`config.mk`:
```
export PLATFORM = sky130hd
export DESIGN_NAME = cstc_top
export DESIGN_NICKNAME = d
export VERILOG_FILES = /design/src/inc/cstc_pkg.sv /design/src/design/cstc_top.sv /design/src/design/cstc_sync.sv /design/src/design/cstc_blink.sv
export SDC_FILE = /design/constraint.sdc
export NUM_CORES = 1
export LEC_CHECK = 0
export ABC_AREA = 1
export BUFFER_PORTS_ARGS = -buffer_cell sky130_fd_sc_hd__buf_4
export CAP_MARGIN = 20
export CORE_MARGIN = 2
export CORE_UTILIZATION = 62
export CTS_CLUSTER_SIZE = 10
export DETAILED_ROUTE_END_ITERATION = 8
export PLACE_DENSITY = 0.84
export SYNTH_ARGS = -nofsm -noshare
export SYNTH_HDL_FRONTEND = slang
export SYNTH_SLANG_ARGS = --single-unit
```
`constraint.sdc`:
```
create_clock -name clk_i -period 2.45 [get_ports clk_i]
set_input_delay 0.1225 -clock clk_i [delete_from_list [all_inputs] [get_ports clk_i]]
set_output_delay 0.1225 -clock clk_i [all_outputs]
set_load 0.02 [all_outputs]
```
`src/inc/cstc_pkg.sv`:
```
// Constants and state type shared by the charge status and thermal supervisor
package cstc_pkg;
    // Clock rate and blink timing
    localparam int unsigned CLK_HZ         = 25_000_000;
    localparam int unsigned BLINK_HALF_MS  = 125;
    localparam int unsigned BLINK_HALF_CYC = CLK_HZ / 1000 * BLINK_HALF_MS;
    localparam int unsigned BLINK_CNT_W    = 22;
    // Synchroniser depth
    localparam int unsigned SYNC_STAGES    = 2;
    // Width of the synchronised comparator bundle
    localparam int unsigned CMP_W          = 8;
    // Charger states
    typedef enum logic [2:0] {
        CSTC_OFF,
        CSTC_PRE,
        CSTC_CC,
        CSTC_CV,
        CSTC_DONE,
        CSTC_FAULT
    } cstc_state_t;
endpackage

```
`src/design/cstc_top.sv`:
```
// Charge status, thermistor supervision and backup regulator gating
`timescale 1ns/1ps
`default_nettype none
// What this block does
// Start charging only when thermistor sits between hot and cold release levels.
// Thermistor below disable ratio means grounded; temperature checks are ignored.
// Below hot trip while charging pauses; resume above hot release level.
// Above cold trip while charging pauses; resume below cold release level.
// Charge timers hold their count during a temperature pause, then continue.
// Thermistor over or under temperature puts charger into fault state.
// Status pins are open drain: pull low or release, never drive high.
// While charging, including precharge, charging pin low, others released.
// Termination current reached: complete pin low, charging and fault released.
// Charging fault blinks fault pin at 4Hz, 50% duty; others released.
// Fault arising in constant voltage phase holds fault pin solidly low.
// Charger disabled releases all three status pins.
// Scaled battery below low threshold shuts regulator and circuitry off.
// After low battery stay off until bias stable and lockout released.
// Regulator enable input can turn backup regulator off on system power.
// Regulator over temperature turns it off until it cools below release.
// System should not run the backup regulator and charger together.
// Toggling charger enable resets charge timers and clears latched faults.
// Temperature fault in constant voltage phase ends in complete state once removed.
// Regulator enable is active low; low turns the backup regulator on.
// Blink from 125 ms divided intervals; comparators pass two flip-flops. The regulator lockout input is used unsynchronised.
module cstc_top
    import cstc_pkg::*;
(
    // Clock and reset
    input  wire logic clk_i,
    input  wire logic srst_i,
    // Thermistor comparators
    input  wire logic temp_below_hot_trip_i,
    input  wire logic temp_above_hot_release_i,
    input  wire logic temp_above_cold_trip_i,
    input  wire logic temp_below_cold_release_i,
    input  wire logic temp_sense_disabled_i,
    // Battery and supply comparators
    input  wire logic low_cell_threshold_i,
    input  wire logic internal_bias_supply_ok_i,
    input  wire logic regulator_undervoltage_lockout_i,
    input  wire logic regulator_overtemp_i,
    // Enables
    input  wire logic charger_enable_input_i,
    input  wire logic regulator_enable_n_i,
    // Charger progress from the analog loop and timers
    input  wire logic below_min_voltage_i,
    input  wire logic cv_reached_i,
    input  wire logic termination_current_i,
    input  wire logic recharge_needed_i,
    input  wire logic timer_expired_i,
    // Charger control
    output logic      charge_run_o,
    output logic      timer_run_o,
    output logic      timer_clear_o,
    output logic      charge_state_cv_o,
    // Status pins, open drain
    output logic      charging_pin_o,
    output logic      charging_pin_oe_o,
    output logic      complete_pin_o,
    output logic      complete_pin_oe_o,
    output logic      fault_pin_o,
    output logic      fault_pin_oe_o,
    // Backup regulator and power state
    output logic      regulator_on_o,
    output logic      quiescent_o
);
    // Synchronised comparator bundle
    logic [CMP_W-1:0] cmp_raw;
    logic [CMP_W-1:0] cmp_s;
    logic             below_hot_trip;
    logic             above_hot_release;
    logic             above_cold_trip;
    logic             below_cold_release;
    logic             temp_disabled;
    logic             low_cell;
    logic             bias_ok;
    logic             reg_otp;

    assign cmp_raw = {regulator_overtemp_i, internal_bias_supply_ok_i,
                      low_cell_threshold_i, temp_sense_disabled_i,
                      temp_below_cold_release_i, temp_above_cold_trip_i,
                      temp_above_hot_release_i, temp_below_hot_trip_i};

    // Comparator levels except the regulator lockout cross two flip-flops before use
    cstc_sync #(.W(CMP_W)) u_sync (
        .clk_i  (clk_i),
        .srst_i (srst_i),
        .d_i    (cmp_raw),
        .q_o    (cmp_s)
    );

    assign below_hot_trip     = cmp_s[0];
    assign above_hot_release  = cmp_s[1];
    assign above_cold_trip    = cmp_s[2];
    assign below_cold_release = cmp_s[3];
    assign temp_disabled      = cmp_s[4];
    assign low_cell           = cmp_s[5];
    assign bias_ok            = cmp_s[6];
    assign reg_otp            = cmp_s[7];

    // State registers
    cstc_state_t state_r;
    cstc_state_t state_nxt;
    logic        temp_pause_r;
    logic        temp_pause_nxt;
    logic        cv_fault_r;
    logic        cv_fault_nxt;
    logic        latched_r;
    logic        latched_nxt;
    logic        en_d_r;
    logic        en_d_nxt;
    logic        quiet_r;
    logic        quiet_nxt;
    logic        otp_off_r;
    logic        otp_off_nxt;
    logic        blink_phase;

    // Temperature qualifiers; grounded thermistor forces them all good
    logic temp_start_ok;
    logic temp_trip;
    logic temp_release;
    logic en_toggle;
    logic fault_blinking;

    assign temp_start_ok = temp_disabled || (above_hot_release && below_cold_release);
    assign temp_trip     = !temp_disabled && (below_hot_trip || above_cold_trip);
    // Either trip direction releases only once past both release levels
    assign temp_release  = temp_disabled ||
                           ((!below_hot_trip || above_hot_release) &&
                            (!above_cold_trip || below_cold_release) &&
                            above_hot_release && below_cold_release);
    // Any edge of the enable input counts as a toggle
    assign en_toggle     = charger_enable_input_i != en_d_r;

    // Charger state, temperature pause, latched faults and power state
    always_comb begin
        state_nxt      = state_r;
        temp_pause_nxt = temp_pause_r;
        cv_fault_nxt   = cv_fault_r;
        latched_nxt    = latched_r;
        en_d_nxt       = charger_enable_input_i;
        quiet_nxt      = quiet_r;
        otp_off_nxt    = otp_off_r;
        // Low cell shuts everything; wake only on bias ok and lockout clear
        if (low_cell) begin
            quiet_nxt = 1'b1;
        end else if (quiet_r && bias_ok && !regulator_undervoltage_lockout_i) begin
            quiet_nxt = 1'b0;
        end
        // Hysteresis is done by the analog flag; it stays set until 15 C below
        otp_off_nxt = reg_otp;
        if (en_toggle) begin
            latched_nxt  = 1'b0;
            cv_fault_nxt = 1'b0;
            temp_pause_nxt = 1'b0;
        end
        if (quiet_r || !charger_enable_input_i) begin
            state_nxt      = CSTC_OFF;
            temp_pause_nxt = 1'b0;
        end else begin
            unique case (state_r)
                CSTC_OFF: begin
                    if (!latched_r && !en_toggle && temp_start_ok) begin
                        state_nxt = below_min_voltage_i ? CSTC_PRE : CSTC_CC;
                    end
                end
                CSTC_PRE, CSTC_CC, CSTC_CV: begin
                    if (timer_expired_i) begin
                        state_nxt    = CSTC_FAULT;
                        latched_nxt  = 1'b1;
                        cv_fault_nxt = state_r == CSTC_CV;
                    end else if (temp_trip) begin
                        state_nxt      = CSTC_FAULT;
                        temp_pause_nxt = 1'b1;
                        cv_fault_nxt   = state_r == CSTC_CV;
                    end else if (state_r == CSTC_PRE && !below_min_voltage_i) begin
                        state_nxt = CSTC_CC;
                    end else if (state_r == CSTC_CC && cv_reached_i) begin
                        state_nxt = CSTC_CV;
                    end else if (state_r == CSTC_CV && termination_current_i) begin
                        state_nxt = CSTC_DONE;
                    end
                end
                CSTC_DONE: begin
                    if (recharge_needed_i && temp_start_ok) begin
                        state_nxt = below_min_voltage_i ? CSTC_PRE : CSTC_CC;
                    end
                end
                CSTC_FAULT: begin
                    // Timer faults stay until the enable is toggled
                    if (en_toggle) begin
                        state_nxt = CSTC_OFF;
                    end else if (temp_pause_r && !latched_r && temp_release) begin
                        temp_pause_nxt = 1'b0;
                        cv_fault_nxt   = 1'b0;
                        // Resume in precharge or CC by battery voltage, or finish if it was in CV
                        if (cv_fault_r) begin
                            state_nxt = CSTC_DONE;
                        end else begin
                            state_nxt = below_min_voltage_i ? CSTC_PRE : CSTC_CC;
                        end
                    end
                end
                default: state_nxt = CSTC_OFF;
            endcase
        end
    end

    always_ff @(posedge clk_i) begin
        if (srst_i) begin
            state_r      <= CSTC_OFF;
            temp_pause_r <= 1'b0;
            cv_fault_r   <= 1'b0;
            latched_r    <= 1'b0;
            en_d_r       <= 1'b0;
            quiet_r      <= 1'b0;
            otp_off_r    <= 1'b0;
        end else begin
            state_r      <= state_nxt;
            temp_pause_r <= temp_pause_nxt;
            cv_fault_r   <= cv_fault_nxt;
            latched_r    <= latched_nxt;
            en_d_r       <= en_d_nxt;
            quiet_r      <= quiet_nxt;
            otp_off_r    <= otp_off_nxt;
        end
    end

    // Blink runs only for faults outside CV so it starts with a low half
    assign fault_blinking = state_nxt == CSTC_FAULT && !cv_fault_nxt;

    cstc_blink u_blink (
        .clk_i   (clk_i),
        .srst_i  (srst_i),
        .run_i   (fault_blinking),
        .phase_o (blink_phase)
    );

    // Registered outputs
    logic run_r;
    logic run_nxt;
    logic tmr_run_r;
    logic tmr_run_nxt;
    logic tmr_clr_r;
    logic tmr_clr_nxt;
    logic cv_r;
    logic cv_nxt;
    logic chg_oe_r;
    logic chg_oe_nxt;
    logic cmp_oe_r;
    logic cmp_oe_nxt;
    logic flt_oe_r;
    logic flt_oe_nxt;
    logic reg_on_r;
    logic reg_on_nxt;
    logic quiet_o_r;

    // Pin drive: enable high means pulling low; data is always zero
    always_comb begin
        run_nxt     = state_r inside {CSTC_PRE, CSTC_CC, CSTC_CV};
        // Timers freeze while paused so the count resumes instead of restarting
        tmr_run_nxt = state_r inside {CSTC_CC, CSTC_CV};
        tmr_clr_nxt = en_toggle;
        cv_nxt      = state_r == CSTC_CV;
        chg_oe_nxt  = state_r inside {CSTC_PRE, CSTC_CC, CSTC_CV};
        cmp_oe_nxt  = state_r == CSTC_DONE;
        flt_oe_nxt  = state_r == CSTC_FAULT && (cv_fault_r || !blink_phase);
        if (state_r == CSTC_OFF) begin
            chg_oe_nxt = 1'b0;
            cmp_oe_nxt = 1'b0;
            flt_oe_nxt = 1'b0;
        end
        // Active low enable; no interlock against charging is imposed here
        reg_on_nxt = !regulator_enable_n_i && !otp_off_r && !quiet_r;
    end

    always_ff @(posedge clk_i) begin
        if (srst_i) begin
            run_r     <= 1'b0;
            tmr_run_r <= 1'b0;
            tmr_clr_r <= 1'b0;
            cv_r      <= 1'b0;
            chg_oe_r  <= 1'b0;
            cmp_oe_r  <= 1'b0;
            flt_oe_r  <= 1'b0;
            reg_on_r  <= 1'b0;
            quiet_o_r <= 1'b0;
        end else begin
            run_r     <= run_nxt;
            tmr_run_r <= tmr_run_nxt;
            tmr_clr_r <= tmr_clr_nxt;
            cv_r      <= cv_nxt;
            chg_oe_r  <= chg_oe_nxt;
            cmp_oe_r  <= cmp_oe_nxt;
            flt_oe_r  <= flt_oe_nxt;
            reg_on_r  <= reg_on_nxt;
            quiet_o_r <= quiet_r;
        end
    end

    assign charge_run_o      = run_r;
    assign timer_run_o       = tmr_run_r;
    assign timer_clear_o     = tmr_clr_r;
    assign charge_state_cv_o = cv_r;
    // Data lines are constant zero: open drain never drives high
    assign charging_pin_o    = 1'b0;
    assign complete_pin_o    = 1'b0;
    assign fault_pin_o       = 1'b0;
    assign charging_pin_oe_o = chg_oe_r;
    assign complete_pin_oe_o = cmp_oe_r;
    assign fault_pin_oe_o    = flt_oe_r;
    assign regulator_on_o    = reg_on_r;
    assign quiescent_o       = quiet_o_r;
endmodule
`default_nettype wire

```
`src/design/cstc_sync.sv`:
```
// Two flip-flop synchroniser for a bundle of comparator levels
`timescale 1ns/1ps
`default_nettype none
module cstc_sync #(
    parameter int unsigned W = 1
) (
    // Clock and reset
    input  wire logic         clk_i,
    input  wire logic         srst_i,
    // Levels
    input  wire logic [W-1:0] d_i,
    output logic      [W-1:0] q_o
);
    logic [W-1:0] meta_r;
    logic [W-1:0] meta_nxt;
    logic [W-1:0] q_r;
    logic [W-1:0] q_nxt;

    // First stage only feeds the second
    always_comb begin
        meta_nxt = d_i;
        q_nxt    = meta_r;
    end

    always_ff @(posedge clk_i) begin
        if (srst_i) begin
            meta_r <= '0;
            q_r    <= '0;
        end else begin
            meta_r <= meta_nxt;
            q_r    <= q_nxt;
        end
    end

    assign q_o = q_r;
endmodule
`default_nettype wire

```
`src/design/cstc_blink.sv`:
```
// Divider producing the fault blink phase
`timescale 1ns/1ps
`default_nettype none
module cstc_blink
    import cstc_pkg::*;
(
    // Clock and reset
    input  wire logic clk_i,
    input  wire logic srst_i,
    // Run while blinking is wanted; phase restarts otherwise
    input  wire logic run_i,
    output logic      phase_o
);
    logic [BLINK_CNT_W-1:0] cnt_r;
    logic [BLINK_CNT_W-1:0] cnt_nxt;
    logic                   phase_r;
    logic                   phase_nxt;

    // Half period count, phase low first so the pin pulls as soon as a fault starts
    always_comb begin
        cnt_nxt   = cnt_r;
        phase_nxt = phase_r;
        if (!run_i) begin
            cnt_nxt   = '0;
            phase_nxt = 1'b0;
        end else if (cnt_r == BLINK_CNT_W'(BLINK_HALF_CYC - 1)) begin
            cnt_nxt   = '0;
            phase_nxt = ~phase_r;
        end else begin
            cnt_nxt = cnt_r + BLINK_CNT_W'(1);
        end
    end

    always_ff @(posedge clk_i) begin
        if (srst_i) begin
            cnt_r   <= '0;
            phase_r <= 1'b0;
        end else begin
            cnt_r   <= cnt_nxt;
            phase_r <= phase_nxt;
        end
    end

    assign phase_o = phase_r;
endmodule
`default_nettype wire

```
* Word level (Yosys, flattened, before mapping)
Index checks and enable logic that the tools add are counted.
** Storage, ports and cells
- Register bits after elaboration :: 57
- Input port bits :: 18
- Output and inout bits :: 12
** Operators by class
- Add/subtract/negate cells :: 1
- Eq/ne operators :: 8
- Multiplexer cells :: 32
- Bitwise gates (word level) :: 2
- Reduce and logical (&&, ||, !) cells :: 48
** Operators by type and width (count)
- $mux W3 :: 11
- $add A22 B1 Y22 const B :: 1
- $eq A22 B22 Y1 const B :: 1
- $logic_and A1 B1 Y1 :: 19
- $mux W1 :: 17
- $logic_not A1 Y1 :: 13
- $pmux W3 S4 :: 1
- $eq A3 B3 Y1 const B :: 3
- $logic_or A1 B1 Y1 :: 7
- $eq A3 B2 Y1 const B :: 2
- $reduce_or A2 Y1 :: 3
- $reduce_or A3 Y1 :: 2
- $pmux W1 S2 :: 2
- $reduce_bool A2 Y1 :: 2
- $eq A3 B1 Y1 const B :: 1
- $logic_not A3 Y1 :: 1
- $reduce_bool A3 Y1 :: 1
- $mux W2 :: 1
- $not A1 Y1 :: 2
- $ne A1 B1 Y1 :: 1

* Depth between registers and ports, before layout
Gate-level depths: netlist of the first run.
- Depth after elaboration :: 15
- Depth in mapped cells :: 12
- Gate-level depth less buffers :: 11

* Hierarchy
A second synthesis of the first run with hierarchy kept.
** Unflattened totals
- Cells, all modules :: 369
- Area, all modules :: 2652.5 um2
** By module, submodules not included
- cstc_blink :: times used 1, cells each 182, area each 1243.7 um2, seq. area each 460.4 um2
- cstc_top :: times used 1, cells each 137, area each 934.6 um2, seq. area each 360.3 um2
- cstc_sync :: times used 1, cells each 50, area each 474.2 um2, seq. area each 320.3 um2

* Worst setup path before layout of the first run
Ideal clock, no wire load.
- Path kind :: reg2reg
- Start :: register u_blink.cnt_r[0]
- End :: register u_blink.cnt_r[18]
- Library setup time :: 0.062 ns
- Data arrival time :: 1.429 ns
- Data required time :: 2.388 ns
- Path slack :: 0.959 ns
- Cell stages (with the launch flop) :: 11
- Clock period less this slack :: 1.491 ns
- Path through :: dfxtp_1 > ha_1 > nand2_1 > nor2_2 > nand2_2 > nor2_4 > nand2_1 > nor2_1 > xor2_1 > inv_1 > nor2_2
** Between the ends
- Cells in the longest elaborated chain, start to end :: 2
** Ends and longest elaborated chain
- from (decl) :: RTL line cstc_blink.sv:14 : logic [BLINK_CNT_W-1:0] cnt_r;
- from (signal assigned) :: RTL line cstc_blink.sv:39 : cnt_r <= cnt_nxt;
- branches (longest 2 deep; another with $add A22 B1 Y22)
Parallel ways; which one is timed is not known.
A chain may end at the register's enable or synchronous reset.

* Worst setup path after layout of the first run
- Start :: register state_r[1]
- End :: register u_blink.cnt_r[21]
** Between the ends
- Cells in the longest elaborated chain, start to end :: 13
** Ends and longest elaborated chain
- from (decl) :: RTL line cstc_top.sv:103 : cstc_state_t state_r;
- from (signal assigned) :: RTL line cstc_top.sv:220 : state_r <= state_nxt;
- $eq A3 B2 Y1
- $logic_and A1 B1 Y1 :: RTL line cstc_top.sv:181 : end else if (state_r == CSTC_CV && termination_current_i) begin
- $mux W3 :: RTL line cstc_top.sv:181
- $mux W3 :: RTL line cstc_top.sv:179 : end else if (state_r == CSTC_CC && cv_reached_i) begin
- $mux W3 :: RTL line cstc_top.sv:177 : end else if (state_r == CSTC_PRE && !below_min_voltage_i) begin
- $mux W3 :: RTL line cstc_top.sv:173 : end else if (temp_trip) begin
- $mux W3 :: RTL line cstc_top.sv:169 : if (timer_expired_i) begin
- $pmux W3 S4 :: RTL line cstc_top.sv:162 : unique case (state_r)
- $mux W3 :: RTL line cstc_top.sv:158 : if (quiet_r || !charger_enable_input_i) begin
- $eq A3 B3 Y1 :: RTL line cstc_top.sv:231 : assign fault_blinking = state_nxt == CSTC_FAULT && !cv_fault_nxt;
- $logic_and A1 B1 Y1 (*) :: RTL line cstc_top.sv:231
- $not A1 Y1 (no source line) (*)
- $reduce_or A3 Y1 (no source line) (*)
Every way passes the cells marked *; elsewhere a longest branch is shown, timed or not.

==> reports/summary.md, run 1 <==
Each instance of the synthesized netlist takes up on average 7.49 sq um. The tools report the utilization after layout as 0.769. The clock reaches the later pin of the worst-skew pair after 0.34 ns. The fraction of synthesized cell area taken by the top area cell type was 0.435. Largest family of logic cells by synthesized area: simple AND/OR/NAND/NOR gates.

The die is 69.0 um wide. For the clock net sink count, the log shows 57. The synthesized-area fraction occupied by and/or/nand/nor cells was 0.343; the number of iterations in the first detailed-routing pass was 4. The proportion of synthesized flip-flops having asynchronous set or reset was 0. The class of the tightest hold or removal check is primary input to flop. Across the VDD grid, the largest voltage drop is 491 uV. For the register-to-register setup slack, the log shows 0.53 ns. Once detail routing completed, the nets flagged for antenna violations numbered 0.

In this run the critical register-to-register path is launched from state_r[1]. The sum of net half-perimeters after detailed placement is 3470 um. After detailed routing, the total wire length is 5020 um.

Most common flop cell mapped by yosys: sky130_fd_sc_hd__dfxtp_1. Counting along the longest clock path gives a buffer depth of 2. In the post-synthesis netlist, the biggest area contributors are sky130_fd_sc_hd__dfxtp_1 44%, sky130_fd_sc_hd__nand2_1 9.3%, sky130_fd_sc_hd__nor2_1 7.6%.

The most critical setup path has its endpoint at u_blink.cnt_r[21]. The logs give 0 for the total of warnings raised by yosys and 0 for the total global routing overflow. Setup violations remaining at the end of the flow were counted as 0. Entering global routing, the biggest net connects 31 pins.

The shortest period the worst path allows came out at 1.92 ns. The area growth from synthesis to layout is 18.1%. The logs give 0 for the number of hold-slack violations in the final timing report and 442 for the count of non-filler cells in the finished layout. The total area inside the core boundary comes to 4030 sq um. In the routed layout, each cell is associated on average with a via count of 4.89. The terminus of the critical flop-to-flop path is u_blink.cnt_r[21]. The kind of end point of the critical path was a flop. The final estimated routing congestion in global placement is 0.869, and the unique cell type count in the Yosys netlist is 35. After detailed routing, the number of remaining DRC violations is 0.

Once placement completed, the tool counted placed cells totaling 418. CTS built an H-tree with a depth of 3. On the critical path the largest part of the delay comes from simple AND/OR/NAND/NOR gates. In this run the power density over the cells is 623 nW/um^2.

The run finished with clean final reports. Number of top-level design ports: 30. TritonCTS built the clock tree. The post-synthesis share of cell area spent on xor and xnor gates is 0.0635, and the part of the Yosys area used for sequential elements is 0.435.

For this run, the slowest stage of the critical path takes 0.59 ns. The signal on the critical path passes through inv_6 -> nand2_4 -> nand2_1 -> inv_2 -> nand2_1 -> a21oi_4 -> nand3_4 -> nor2_2. The logs give 9 for the number of clock buffers inserted by TritonCTS and 0 for the antenna cell count. Kind of start point of the critical path: a flop. In this run, synthesis inferred 0 flip-flops with an integrated enable. The synthesized flop and latch total is 57, and the number of gates given a new drive strength after cts is 0. The post-route fraction of the period consumed by the critical path is 0.785. For the number of nets in the finished design, the log shows 406.

The area of the die is 4760 sq um. The initial cell density of the core was 0.651. The commonest cells after synthesis are 65 x sky130_fd_sc_hd__nand2_1, 57 x sky130_fd_sc_hd__dfxtp_1, 53 x sky130_fd_sc_hd__nor2_1, 48 x sky130_fd_sc_hd__inv_1, 25 x sky130_fd_sc_hd__nor2_2.

For this block, the initial DRC count from the detailed router was 123. For the overall track demand over capacity in global routing, the log shows 0.224. The first global-routing pass estimated 8420 um of wire. The maximum fanout along the worst path is 22. The number of buffers and inverters on the critical path is 2.

Among the stages of the critical path, the cell type that occurs most often is sky130_fd_sc_hd__nand2_1. On the final layout, the worst clock skew is 0.00656 ns. The count of port buffers added during placement was 26. The tools report the launching element of the worst setup path as state_r[1]. Adding up every negative setup slack in the final design gives 0 ns. Summing every instance area after synthesis gives 2620 sq um. Worst-path cell with the longest stage delay: sky130_fd_sc_hd__dfxtp_1. The share of synthesized area spent on multiplexers was 0; the final critical-path setup slack was 0.527 ns. The depth of the critical timing path with buffers and inverters included came out at 8. Static leakage: 1.26 nW.

The cell accounting for the most synthesized area is sky130_fd_sc_hd__dfxtp_1. The run gives 2.19 ns as the worst path arrival time. Setup repair after global routing left no endpoint under its margin. The number of placement rows is 23, and the synthesized netlist cell count is 350. The share of post-route cells with drive strength above 1 was 0.214. Fill cells in the final layout number 292.

The most used standard cell by instance count after synthesis was sky130_fd_sc_hd__nand2_1. Via count of the first global-routing pass: 1,981. The worst setup timing slack at the placement stage is 0.564 ns.

Summing over every cut layer, the via total after detailed routing is 2,162. Final max-slew violation count: 0. Total power consumption of the routed design: 0.00193 W. The adder-cell share of the synthesized area was 0.00477; the number of violations of the max-capacitance limit was 0.

The routed wire length per instance is 11.4 um. The number of antenna violations at the first check in global routing was 0. The number of cells on the worst reg-to-reg path is 8. Clock-pin slew was measured on the worst setup and hold paths at 0.07 ns. In this run the clock root is driven by a sky130_fd_sc_hd__clkbuf_8. The die is 69.0 um tall.

The critical path is of the flop to flop type. The required arrival time at the worst endpoint is 2.72 ns. The share of the synthesized area in compound gates (AO/OA/AOI/OAI) works out to 0.0439.

Timing would allow up to 520 MHz.
==> flip-flops by register name (all words and copies together) (netlist names) <==
signal             cells
en_d_r                 1
state_r                3
quiescent_o            1
complete_pin_oe_o      1
charge_run_o           1
otp_off_r              1
u_sync.meta_r          8
charge_state_cv_o      1
timer_clear_o          1
quiet_r                1
u_sync.q_o             8
temp_pause_r           1
u_blink.phase_o        1
charging_pin_oe_o      1
latched_r              1
cv_fault_r             1
timer_run_o            1
fault_pin_oe_o         1
regulator_on_o         1
u_blink.cnt_r         22
==> layer usage <==
metal	track usage	vias up	part of all wire
li1	-	1140	-
met1	0.278	960	0.45
met4	0.0850	0	0.014
met3	0.0833	8	0.051
met5	0	-	0
met2	0.351	54	0.48
==> cells in the final DEF, fill, tap and decap left out <==
cell type,instances
sky130_fd_sc_hd__clkbuf_8,10
sky130_fd_sc_hd__nand3_4,1
sky130_fd_sc_hd__a31oi_1,1
sky130_fd_sc_hd__a211oi_1,1
sky130_fd_sc_hd__clkinvlp_4,2
sky130_fd_sc_hd__nor2_4,2
sky130_fd_sc_hd__nor2_1,53
sky130_fd_sc_hd__nand3b_1,2
sky130_fd_sc_hd__a21oi_1,6
sky130_fd_sc_hd__nor3_1,10
sky130_fd_sc_hd__o21a_1,1
sky130_fd_sc_hd__nand2_2,4
sky130_fd_sc_hd__inv_6,1
sky130_fd_sc_hd__conb_1,3
sky130_fd_sc_hd__dfxtp_1,57
sky130_fd_sc_hd__a21oi_4,1
sky130_fd_sc_hd__clkinv_2,1
sky130_fd_sc_hd__nand4_1,8
sky130_fd_sc_hd__nor4_1,2
sky130_fd_sc_hd__a21boi_0,2
sky130_fd_sc_hd__clkinv_4,2
sky130_fd_sc_hd__dlygate4sd3_1,8
sky130_fd_sc_hd__bufinv_16,1
sky130_fd_sc_hd__nor2_2,25
sky130_fd_sc_hd__o31ai_1,1
sky130_fd_sc_hd__nand2_4,1
sky130_fd_sc_hd__xor2_1,16
sky130_fd_sc_hd__inv_1,48
sky130_fd_sc_hd__nand2_1,65
sky130_fd_sc_hd__xnor2_1,3
sky130_fd_sc_hd__ha_1,1
sky130_fd_sc_hd__o21ai_0,2
sky130_fd_sc_hd__buf_4,26
sky130_fd_sc_hd__or2_2,1
sky130_fd_sc_hd__nand3_2,1
sky130_fd_sc_hd__inv_2,5
sky130_fd_sc_hd__nand3_1,16
sky130_fd_sc_hd__o211ai_1,2
==> worst min path at each step <==
stage	from	to	slack, ns	cells after the start
3_5_place_dp	regulator_enable_n_i	regulator_on_o	0.28	2
6_report	temp_sense_disabled_i	u_sync.meta_r[4]	0.01	3
2_1_floorplan	regulator_enable_n_i	regulator_on_o	0.19	1
3_3_place_gp	regulator_enable_n_i	regulator_on_o	0.28	2
5_1_grt	temp_sense_disabled_i	u_sync.meta_r[4]	0.02	3
4_1_cts	temp_sense_disabled_i	u_sync.meta_r[4]	0.001	3
==> metrics by stage <==
stage	area [sq um]	hold WS [ns]
2_1_floorplan	2630	0.194
3_3_place_gp	2810	0.279
3_5_place_dp	2810	0.284
4_1_cts	3100	0.00141
5_1_grt	3100	0.0202
6_report	3100	0.0106
==> worst reg2reg max path, delay by kind of cell, from the launching register on <==
family                 cells  cell delay [ns]
DFF                        1             0.59
AOI/OAI and AO/OA          1             0.20
buffers and inverters      2             0.20
and+or+nand+nor            5             0.86
==> what timing repair did <==
action                    CTS  global route
buffers inserted            0             0
hold endpoints to repair    8             0
hold buffers                8             0
==> where the power goes <==
part / switching, W / leakage [nW] / internal [W]
Combinational: 0.0000548 / 0.694 / 0.0000456
Sequential: 0.00000675 / 0.464 / 0.000945
Clock: 0.000379 / 0.0985 / 0.000497
Total: 0.000441 / 1.26 / 0.00149
==> layout make-up <==
type / instances / area, sq um / area share
clock buffers: 10 / 138 / 0.0444
clock inverters: 6 / 67.6 / 0.0218
flip-flops and latches: 57 / 1140 / 0.368
well taps: 50 / 62.6 / 0.0202
multi-input cells: 231 / 1200 / 0.389
inverters: 54 / 208 / 0.0671
repair buffers: 34 / 275 / 0.0889
==> logic make-up (layout without fill, tap and decap cells) <==
| kind of cell | after synthesis | after routing |
|---|---|---|
| AO/OA/AOI/OAI | 17 | 17 |
| XOR/XNOR | 19 | 19 |
| adder cells (fa/ha/maj) | 1 | 1 |
| buffers and inverters | 64 | 104 |
| flip-flops | 57 | 57 |
| other | 1 | 3 |
| AND/OR/NAND/NOR | 191 | 191 |
No activity file was read; power rests on OpenSTA's default activity.
==> run 2: changes to the inputs <==
--- a/config.mk
+++ b/config.mk
@@ -9,10 +9,10 @@
 export BUFFER_PORTS_ARGS = -buffer_cell sky130_fd_sc_hd__buf_4
 export CAP_MARGIN = 20
 export CORE_MARGIN = 2
-export CORE_UTILIZATION = 62
+export CORE_UTILIZATION = 52
 export CTS_CLUSTER_SIZE = 10
 export DETAILED_ROUTE_END_ITERATION = 8
-export PLACE_DENSITY = 0.84
+export PLACE_DENSITY = 0.75
 export SYNTH_ARGS = -nofsm -noshare
 export SYNTH_HDL_FRONTEND = slang
 export SYNTH_SLANG_ARGS = --single-unit
==> constraint.sdc (replaced) <==
create_clock -name clk_i -period 1.56 [get_ports clk_i]
set_input_delay 0.078 -clock clk_i [delete_from_list [all_inputs] [get_ports clk_i]]
set_output_delay 0.078 -clock clk_i [all_outputs]
set_load 0.02 [all_outputs]
==> run 2 against run 1 <==
Compared with the run above: the run now ends with setup timing left; flip-flop and latch count unchanged; sequential power increased by 57%; highest routed layer unchanged; largest cell class unchanged; clock-buffer cell count decreased by 1; fmax increased by 18%; cell count increased by 10%; total power increased by 56%; worst hold slack improved by 0.0095 ns; setup slack got worse by 0.60 ns; global-route usage decreased by 2.4 points.
==> reports/summary.md, run 2 (synthesized netlist as in run 1, its figures left out) <==
Compared with the post-synthesis result, the final layout area differs by 35.4%. Final max-slew violation count: 0 (unchanged). The required arrival time at the worst endpoint came out at 1.83 ns (-0.89 ns).

Counting flops per register, the top entry is u_blink.cnt_r. The share of post-route cells with drive strength above 1 came out at 0.326 (+0.112). The critical path is of the flop to flop type.

The largest net degree at the start of global routing was 30 (-3.2%). The remaining number of nets flagged by the antenna check after routing was 0 (unchanged). The tools report the clock tree buffer depth as 2 (unchanged). TritonCTS built the clock tree. The run gives 0.34 ns (about the same) as the clock insertion delay at the later pin of the skew report. The class of the tightest hold or removal check is primary input to flop. The final estimated routing congestion in global placement is 0.926 (+6.5%). The CTS H-tree depth is 3 (unchanged). The total global routing overflow is 0 (unchanged).

The number of nets in the finished design was 435 (+7.1%). The logs give 1.43 nW (+14%) for the static leakage and -0.0515 ns (-0.615 ns) for the worst setup timing slack at the placement stage. The final hold slack was 0.0201 ns (+0.00951 ns). For the number of hold-slack violations in the final timing report, the log shows 0 (unchanged). The routed wire length per instance was 11.5 um (+1.6%). The overall track demand over capacity in global routing came out at 0.200 (-0.0239). The kind of start point of the critical path is a flop. The die width is 75 um (+8.7%). Global-route wire length before repair: 8350 um (-0.82%).

The initial DRC count is 184 (+50%). The logs give 2,303 (+6.5%) for the routed via count and 0 (unchanged) for the number of violations of the max-capacitance limit. The number of cells traversed by the worst hold path was 3 (unchanged); the count of final setup violators was 22 (+22). The number of placement rows was 25 (+8.7%); the count of port buffers added during placement was 26 (unchanged). Sum of net half-perimeters after detailed placement: 3600 um (+3.9%). The checks that failed: setup timing. The tree is rooted in a sky130_fd_sc_hd__clkbuf_8. The logic depth of the worst register-to-register path works out to 7 (-1). Number of antenna violations at the first check in global routing: 0 (unchanged). The run finished, with violations left. The library cells used most frequently in the layout, excluding fill and tap cells, are 59 x sky130_fd_sc_hd__nand2_1, 51 x sky130_fd_sc_hd__dfxtp_1, 49 x sky130_fd_sc_hd__buf_4. Setup repair after global routing could not meet its margin everywhere. The per-cell via count in the routed design was 4.73 (-3.3%); the layout filler cell count was 349 (+20%). For the worst path arrival time, the log shows 1.90 ns (-0.29 ns). The number of top-level design ports came out at 30 (unchanged). Via count of the first global-routing pass: 1,925 (-2.8%). The maximum vdd drop was 810 uV (+65%).

The number of clock buffers inserted by TritonCTS was 9 (unchanged); the area of the die was 5630 sq um (+18%). The number of iterations in the first detailed-routing pass came out at 5 (+1). STA classifies the critical path endpoint as a flop. Maximum fanout along the worst path: 3 (-86%). The antenna cell count is 0 (unchanged), and the post-route fraction of the period consumed by the critical path is 1.04 (+0.259).

The total power divided by cell area came out at 850 nW/um^2 (+37%). The clock transition at the registers of the reported paths was 0.07 ns (about the same). The shortest period the worst path allows was 1.63 ns (-0.295 ns); the height of the chip was 75 um (+8.7%). The post-route clock skew was 0.00939 ns (+0.00284 ns). The library cell used most frequently in the layout, excluding fill and tap cells, is sky130_fd_sc_hd__nand2_1.

The initial cell density of the core is 0.548 (-0.103), and the number of flip-flops in the largest register is 22 (unchanged). The logs give 4790 sq um (+19%) for the core area and 5620 um (+12%) for the total wirelength of the detailed-routed design. The clock net sink count is 57 (unchanged).

The final critical-path setup slack is -0.0681 ns (-0.595 ns). The remaining design rule violation count was 0 (unchanged); the maximum clock frequency was 614 MHz (+18%).
## run 2: stage by stage
| step | power (W) | area (sq um) | setup TNS [ns] | util | cells |
|---|---|---|---|---|---|
| 2_1_floorplan | 0.00161 | 2630 | 0 | - | 352 |
| 3_3_place_gp | 0.00167 | 3010 | 0 | 0.630 | 454 |
| 6_report | 0.00302 | 3550 | -1.01 | 0.741 | 487 |
| 5_1_grt | 0.00313 | 3550 | -3.41 | 0.741 | 487 |
| 3_5_place_dp | 0.00167 | 3010 | -0.673 | 0.630 | 454 |
| 4_1_cts | 0.00302 | 3340 | -0.00991 | 0.698 | 480 |
## run 2: power by group
| part | switching, W | internal (W) | total [W] |
|---|---|---|---|
| Combinational | 0.0000937 | 0.0000888 | 0.000183 |
| Clock | 0.000607 | 0.000735 | 0.00134 |
| Sequential | 0.00000998 | 0.00148 | 0.00149 |
## run 2: final timing paths
path | endpoint | start | slack, ns
min reg2reg | regulator_on_o | otp_off_r | 0.40
max reg2reg | u_blink.cnt_r[19] | u_blink.cnt_r[6] | -0.07
min | en_d_r | charger_enable_input_i | 0.02
max | u_blink.cnt_r[19] | u_blink.cnt_r[6] | -0.07
## run 2: worst max-delay path: stages, from the launching register on
cell	delay (ns)
sky130_fd_sc_hd__dfxtp_1	0.36
sky130_fd_sc_hd__inv_1	0.10
sky130_fd_sc_hd__nor3_1	0.33
sky130_fd_sc_hd__nand2_1	0.12
sky130_fd_sc_hd__nor3_1	0.24
sky130_fd_sc_hd__xor2_1	0.24
sky130_fd_sc_hd__inv_1	0.07
sky130_fd_sc_hd__nor2_2	0.10
## run 2: per-layer routing
metal  global-route usage  share of wire  vias to the layer above
met5                    0              0                        -
met1                0.274           0.47                     1037
met2                0.277           0.46                       59
met4                0.117          0.017                        0
met3               0.0589          0.049                       10
li1                     -              -                     1197
## run 2: timing repair
action,CTS,global route
hold buffers,10,0
pin swaps,6,12
endpoints found under the setup margin,22,23
endpoints found under the hold margin,10,0
gates cloned,0,1
setup buffers,1,6
resized for setup,11,35
## run 2: cell type report
type / count / area, sq um / share of cell area
inverters: 54 / 218 / 0.0614
well taps: 67 / 83.8 / 0.0236
clock inverters: 6 / 68.8 / 0.0194
multi-input cells: 231 / 1350 / 0.380
flip-flops and latches: 57 / 1150 / 0.324
repair buffers: 63 / 553 / 0.156
clock buffers: 9 / 124 / 0.0349
==> run 3: changes to the inputs <==
--- a/config.mk
+++ b/config.mk
@@ -9,10 +9,10 @@
 export BUFFER_PORTS_ARGS = -buffer_cell sky130_fd_sc_hd__buf_4
 export CAP_MARGIN = 20
 export CORE_MARGIN = 2
-export CORE_UTILIZATION = 52
+export CORE_UTILIZATION = 30
 export CTS_CLUSTER_SIZE = 10
 export DETAILED_ROUTE_END_ITERATION = 8
-export PLACE_DENSITY = 0.75
+export PLACE_DENSITY = 0.56
 export SYNTH_ARGS = -nofsm -noshare
 export SYNTH_HDL_FRONTEND = slang
 export SYNTH_SLANG_ARGS = --single-unit
==> run 3 against run 2 <==
Compared with the run above: the run still ends with setup timing left; clock-buffer cell count did not move; routed wire length rose by 2.8%; die area rose by 69%; sequential power barely moved; cell count rose by 8.8%; flip-flop and latch count did not move; total power rose by 3.6%; fmax rose by 2.8%; critical path depth rose by 4; critical path type unchanged; critical endpoint is now u_blink.cnt_r[11].
==> reports/summary.md, run 3 (synthesized netlist as in run 1, its figures left out) <==
The flow ran to the end, but the final reports show violations. The final reports fail on setup timing. The run gives 0.867 (-6.4%) as the final estimated routing congestion in global placement. The maximum clock frequency was 631 MHz (+2.8%). The per-cell via count in the routed design was 4.32 (-8.6%). Required arrival time at the worst endpoint: 1.84 ns (about the same).

The tools report the cell area reported after detailed placement as 3080 sq um (+2.2%). The count of final setup violators is 11 (-50%), and the largest net degree at the start of global routing is 30 (unchanged). The worst setup path is captured at a flop. The logs give 411 uV (-49%) for the maximum vdd drop and 57 (unchanged) for the clock net sink count. The run gives 9500 sq um (+69%) as the area of the die.

The total power divided by cell area was 859 nW/um^2 (+1.1%). TritonCTS built the clock tree. The number of iterations in the first detailed-routing pass was 4 (-1). The number of flip-flops in the largest register came out at 22 (unchanged).

The logs give 436 (+0.23%) for the number of nets in the finished design and 2,290 (-0.56%) for the routed via count. In this run the worst hold path is classified as primary input to flop. The count of port buffers added during placement was 26 (unchanged).

The number of placement rows came out at 34 (+36%). The total global routing overflow is 0 (unchanged). The clock transition at the registers of the reported paths is 0.07 ns (about the same), and the clock tree buffer depth is 2 (unchanged).

The combinational group share of total power was 0.058 (-0.002); the CTS H-tree depth was 3 (unchanged). The worst path arrival time was 1.86 ns (-0.04 ns); the overall track demand over capacity in global routing was 0.120 (-0.0798). The most common library cell in the layout ignoring fill and taps was sky130_fd_sc_hd__nand2_1. The core area is 8590 sq um (+80%).

The antenna cell count came out at 0 (unchanged). Setup repair after global routing could not meet its margin everywhere. The tools report the buffer cell driving the clock tree root as sky130_fd_sc_hd__clkbuf_8.

For the internal portion of total power, the log shows 0.00234 W (+1.4%). The logs give 0.305 (-0.243) for the initial cell density of the core and 0.00313 W (+3.6%) for the total power consumption of the routed design. The post-route fraction of the period consumed by the critical path is 1.02 (-0.0282), and the shortest period the worst path allows is 1.58 ns (-0.0439 ns). The run gives -0.0242 ns (+0.0439 ns) as the final critical-path setup slack. The die width works out to 97.5 um (+30%).

The kind of cell with the highest combined delay on the critical path was simple AND/OR/NAND/NOR gates. The run gives 0 (unchanged) as the final max-slew violation count. The tools report the global-route wire length before repair as 9230 um (+11%). The logs give 9 (unchanged) for the number of clock buffers inserted by TritonCTS and 0 (unchanged) for the number of hold-slack violations in the final timing report.

For the number of violations of the max-capacitance limit, the log shows 0 (unchanged). Leaving out fill and tap cells, the most frequent cells in the layout are 59 x sky130_fd_sc_hd__nand2_1, 50 x sky130_fd_sc_hd__buf_4, 48 x sky130_fd_sc_hd__inv_1, 48 x sky130_fd_sc_hd__dfxtp_1, 45 x sky130_fd_sc_hd__nor2_1. The critical path in this run is classified as flop to flop.

From synthesis to final layout, the design area changed by 38.8%. Largest stage delay on the critical path: 0.33 ns (-0.03 ns). The combined buffer and inverter count along the critical path came out at 3 (+1). Worst setup timing slack at the placement stage: -0.0213 ns (+0.0302 ns). The height of the chip was 97.5 um (+30%); the clock insertion delay at the later pin of the skew report was 0.34 ns (about the same).

Register share of total power: 0.477 (-0.018). The switching power share of the total was 0.252 (+0.0165). The share of post-route cells with drive strength above 1 came out at 0.353 (+0.0269). The initial DRC count is 86 (-53%).

The tools report the reported net switching power as 0.000788 W (+11%). The static leakage is 1.46 nW (+1.5%). Walking the worst path, the cells encountered are buf_12 -> inv_8 -> nand2_8 -> nor2_4 -> nand2_1 -> nor2_2 -> nor2_2 -> a21oi_4 -> nand3_4 -> clkbuf_16 -> nor2_2. The tools report the number of antenna violations at the first check in global routing as 0 (unchanged).

The run gives 0 (unchanged) as the remaining design rule violation count. The worst setup path is launched from a flop. Remaining number of nets flagged by the antenna check after routing: 0 (unchanged). The routed wire length per instance is 10.9 um (-5.5%). The logs give 2,122 (+10%) for the via count of the first global-routing pass and 0.465 (+0.020) for the clock share of power. The post-route clock skew came out at 0.0132 ns (+0.00381 ns). The worst-path cell with the longest stage delay was sky130_fd_sc_hd__dfxtp_2. Counting stages on the worst path, the most repeated cell is sky130_fd_sc_hd__nor2_2. The most flop-heavy register is u_blink.cnt_r. The run gives 30 (unchanged) as the number of top-level design ports. The total wirelength of the detailed-routed design is 5780 um (+2.8%). The maximum fanout along the worst path works out to 8 (+5). The sum of net half-perimeters after detailed placement was 3870 um (+7.4%); the utilization after layout was 0.423 (-0.318). Summed area of non-filler cells in the final layout: 3640 sq um (+2.5%).
[run 3: layout make-up]
| type | instances | area, sq um |
|---|---|---|
| Sequential cell | 57 | 1150 |
| Tap cell | 108 | 135 |
| Clock inverter | 7 | 83.8 |
| Clock buffer | 9 | 124 |
| Multi-Input combinational cell | 231 | 1370 |
| Timing Repair Buffer | 64 | 561 |
| Inverter | 54 | 213 |
| Fill cell | 865 | 4960 |
[run 3: power by group through the flow]
stage	clock network, W	logic, W	registers (W)
after floorplan	0	0.0000815	0.00153
after global placement	0	0.000147	0.00152
after detailed placement	0	0.000148	0.00153
after CTS	0.00149	0.000169	0.00149
after global routing	0.00158	0.000202	0.00149
final	0.00145	0.000182	0.00149
[run 3: routing by layer]
layer	part of all wire	up-vias	track usage
li1	-	1204	-
met1	0.46	1040	0.151
met2	0.49	39	0.190
met3	0.040	7	0.0432
met4	0.015	0	0.0417
met5	0	-	0
[run 3: tightest hold or removal path, cell delays in order]
cell and delay, ns:
sky130_fd_sc_hd__buf_4 0.13, sky130_fd_sc_hd__inv_2 0.06, sky130_fd_sc_hd__nor2_1 0.05
[run 3: repair_timing]
action	CTS	global route
buffers inserted	0	6
resized for setup	6	44
pin swaps	2	4
hold buffers	10	0
endpoints found under the setup margin	23	23
endpoints found under the hold margin	10	0
gates cloned	0	1
[run 3: worst paths after layout]
path / from / to / slack, ns / cells past startpoint
max: state_r[1] / u_blink.cnt_r[11] / -0.02 / 11
min: charger_enable_input_i / en_d_r / 0.04 / 3
max reg2reg: state_r[1] / u_blink.cnt_r[11] / -0.02 / 11
min reg2reg: otp_off_r / regulator_on_o / 0.39 / 1
[run 3: through the flow]
stage / std cells / TNS [ns] / hold WS (ns)
after floorplan: 352 / 0 / 0.150
after global placement: 497 / -0.00433 / 0.236
after detailed placement: 497 / -0.191 / 0.240
after CTS: 523 / -0.000404 / 0.0209
after global routing: 530 / -1.83 / 0.0295
final: 530 / -0.127 / 0.0358
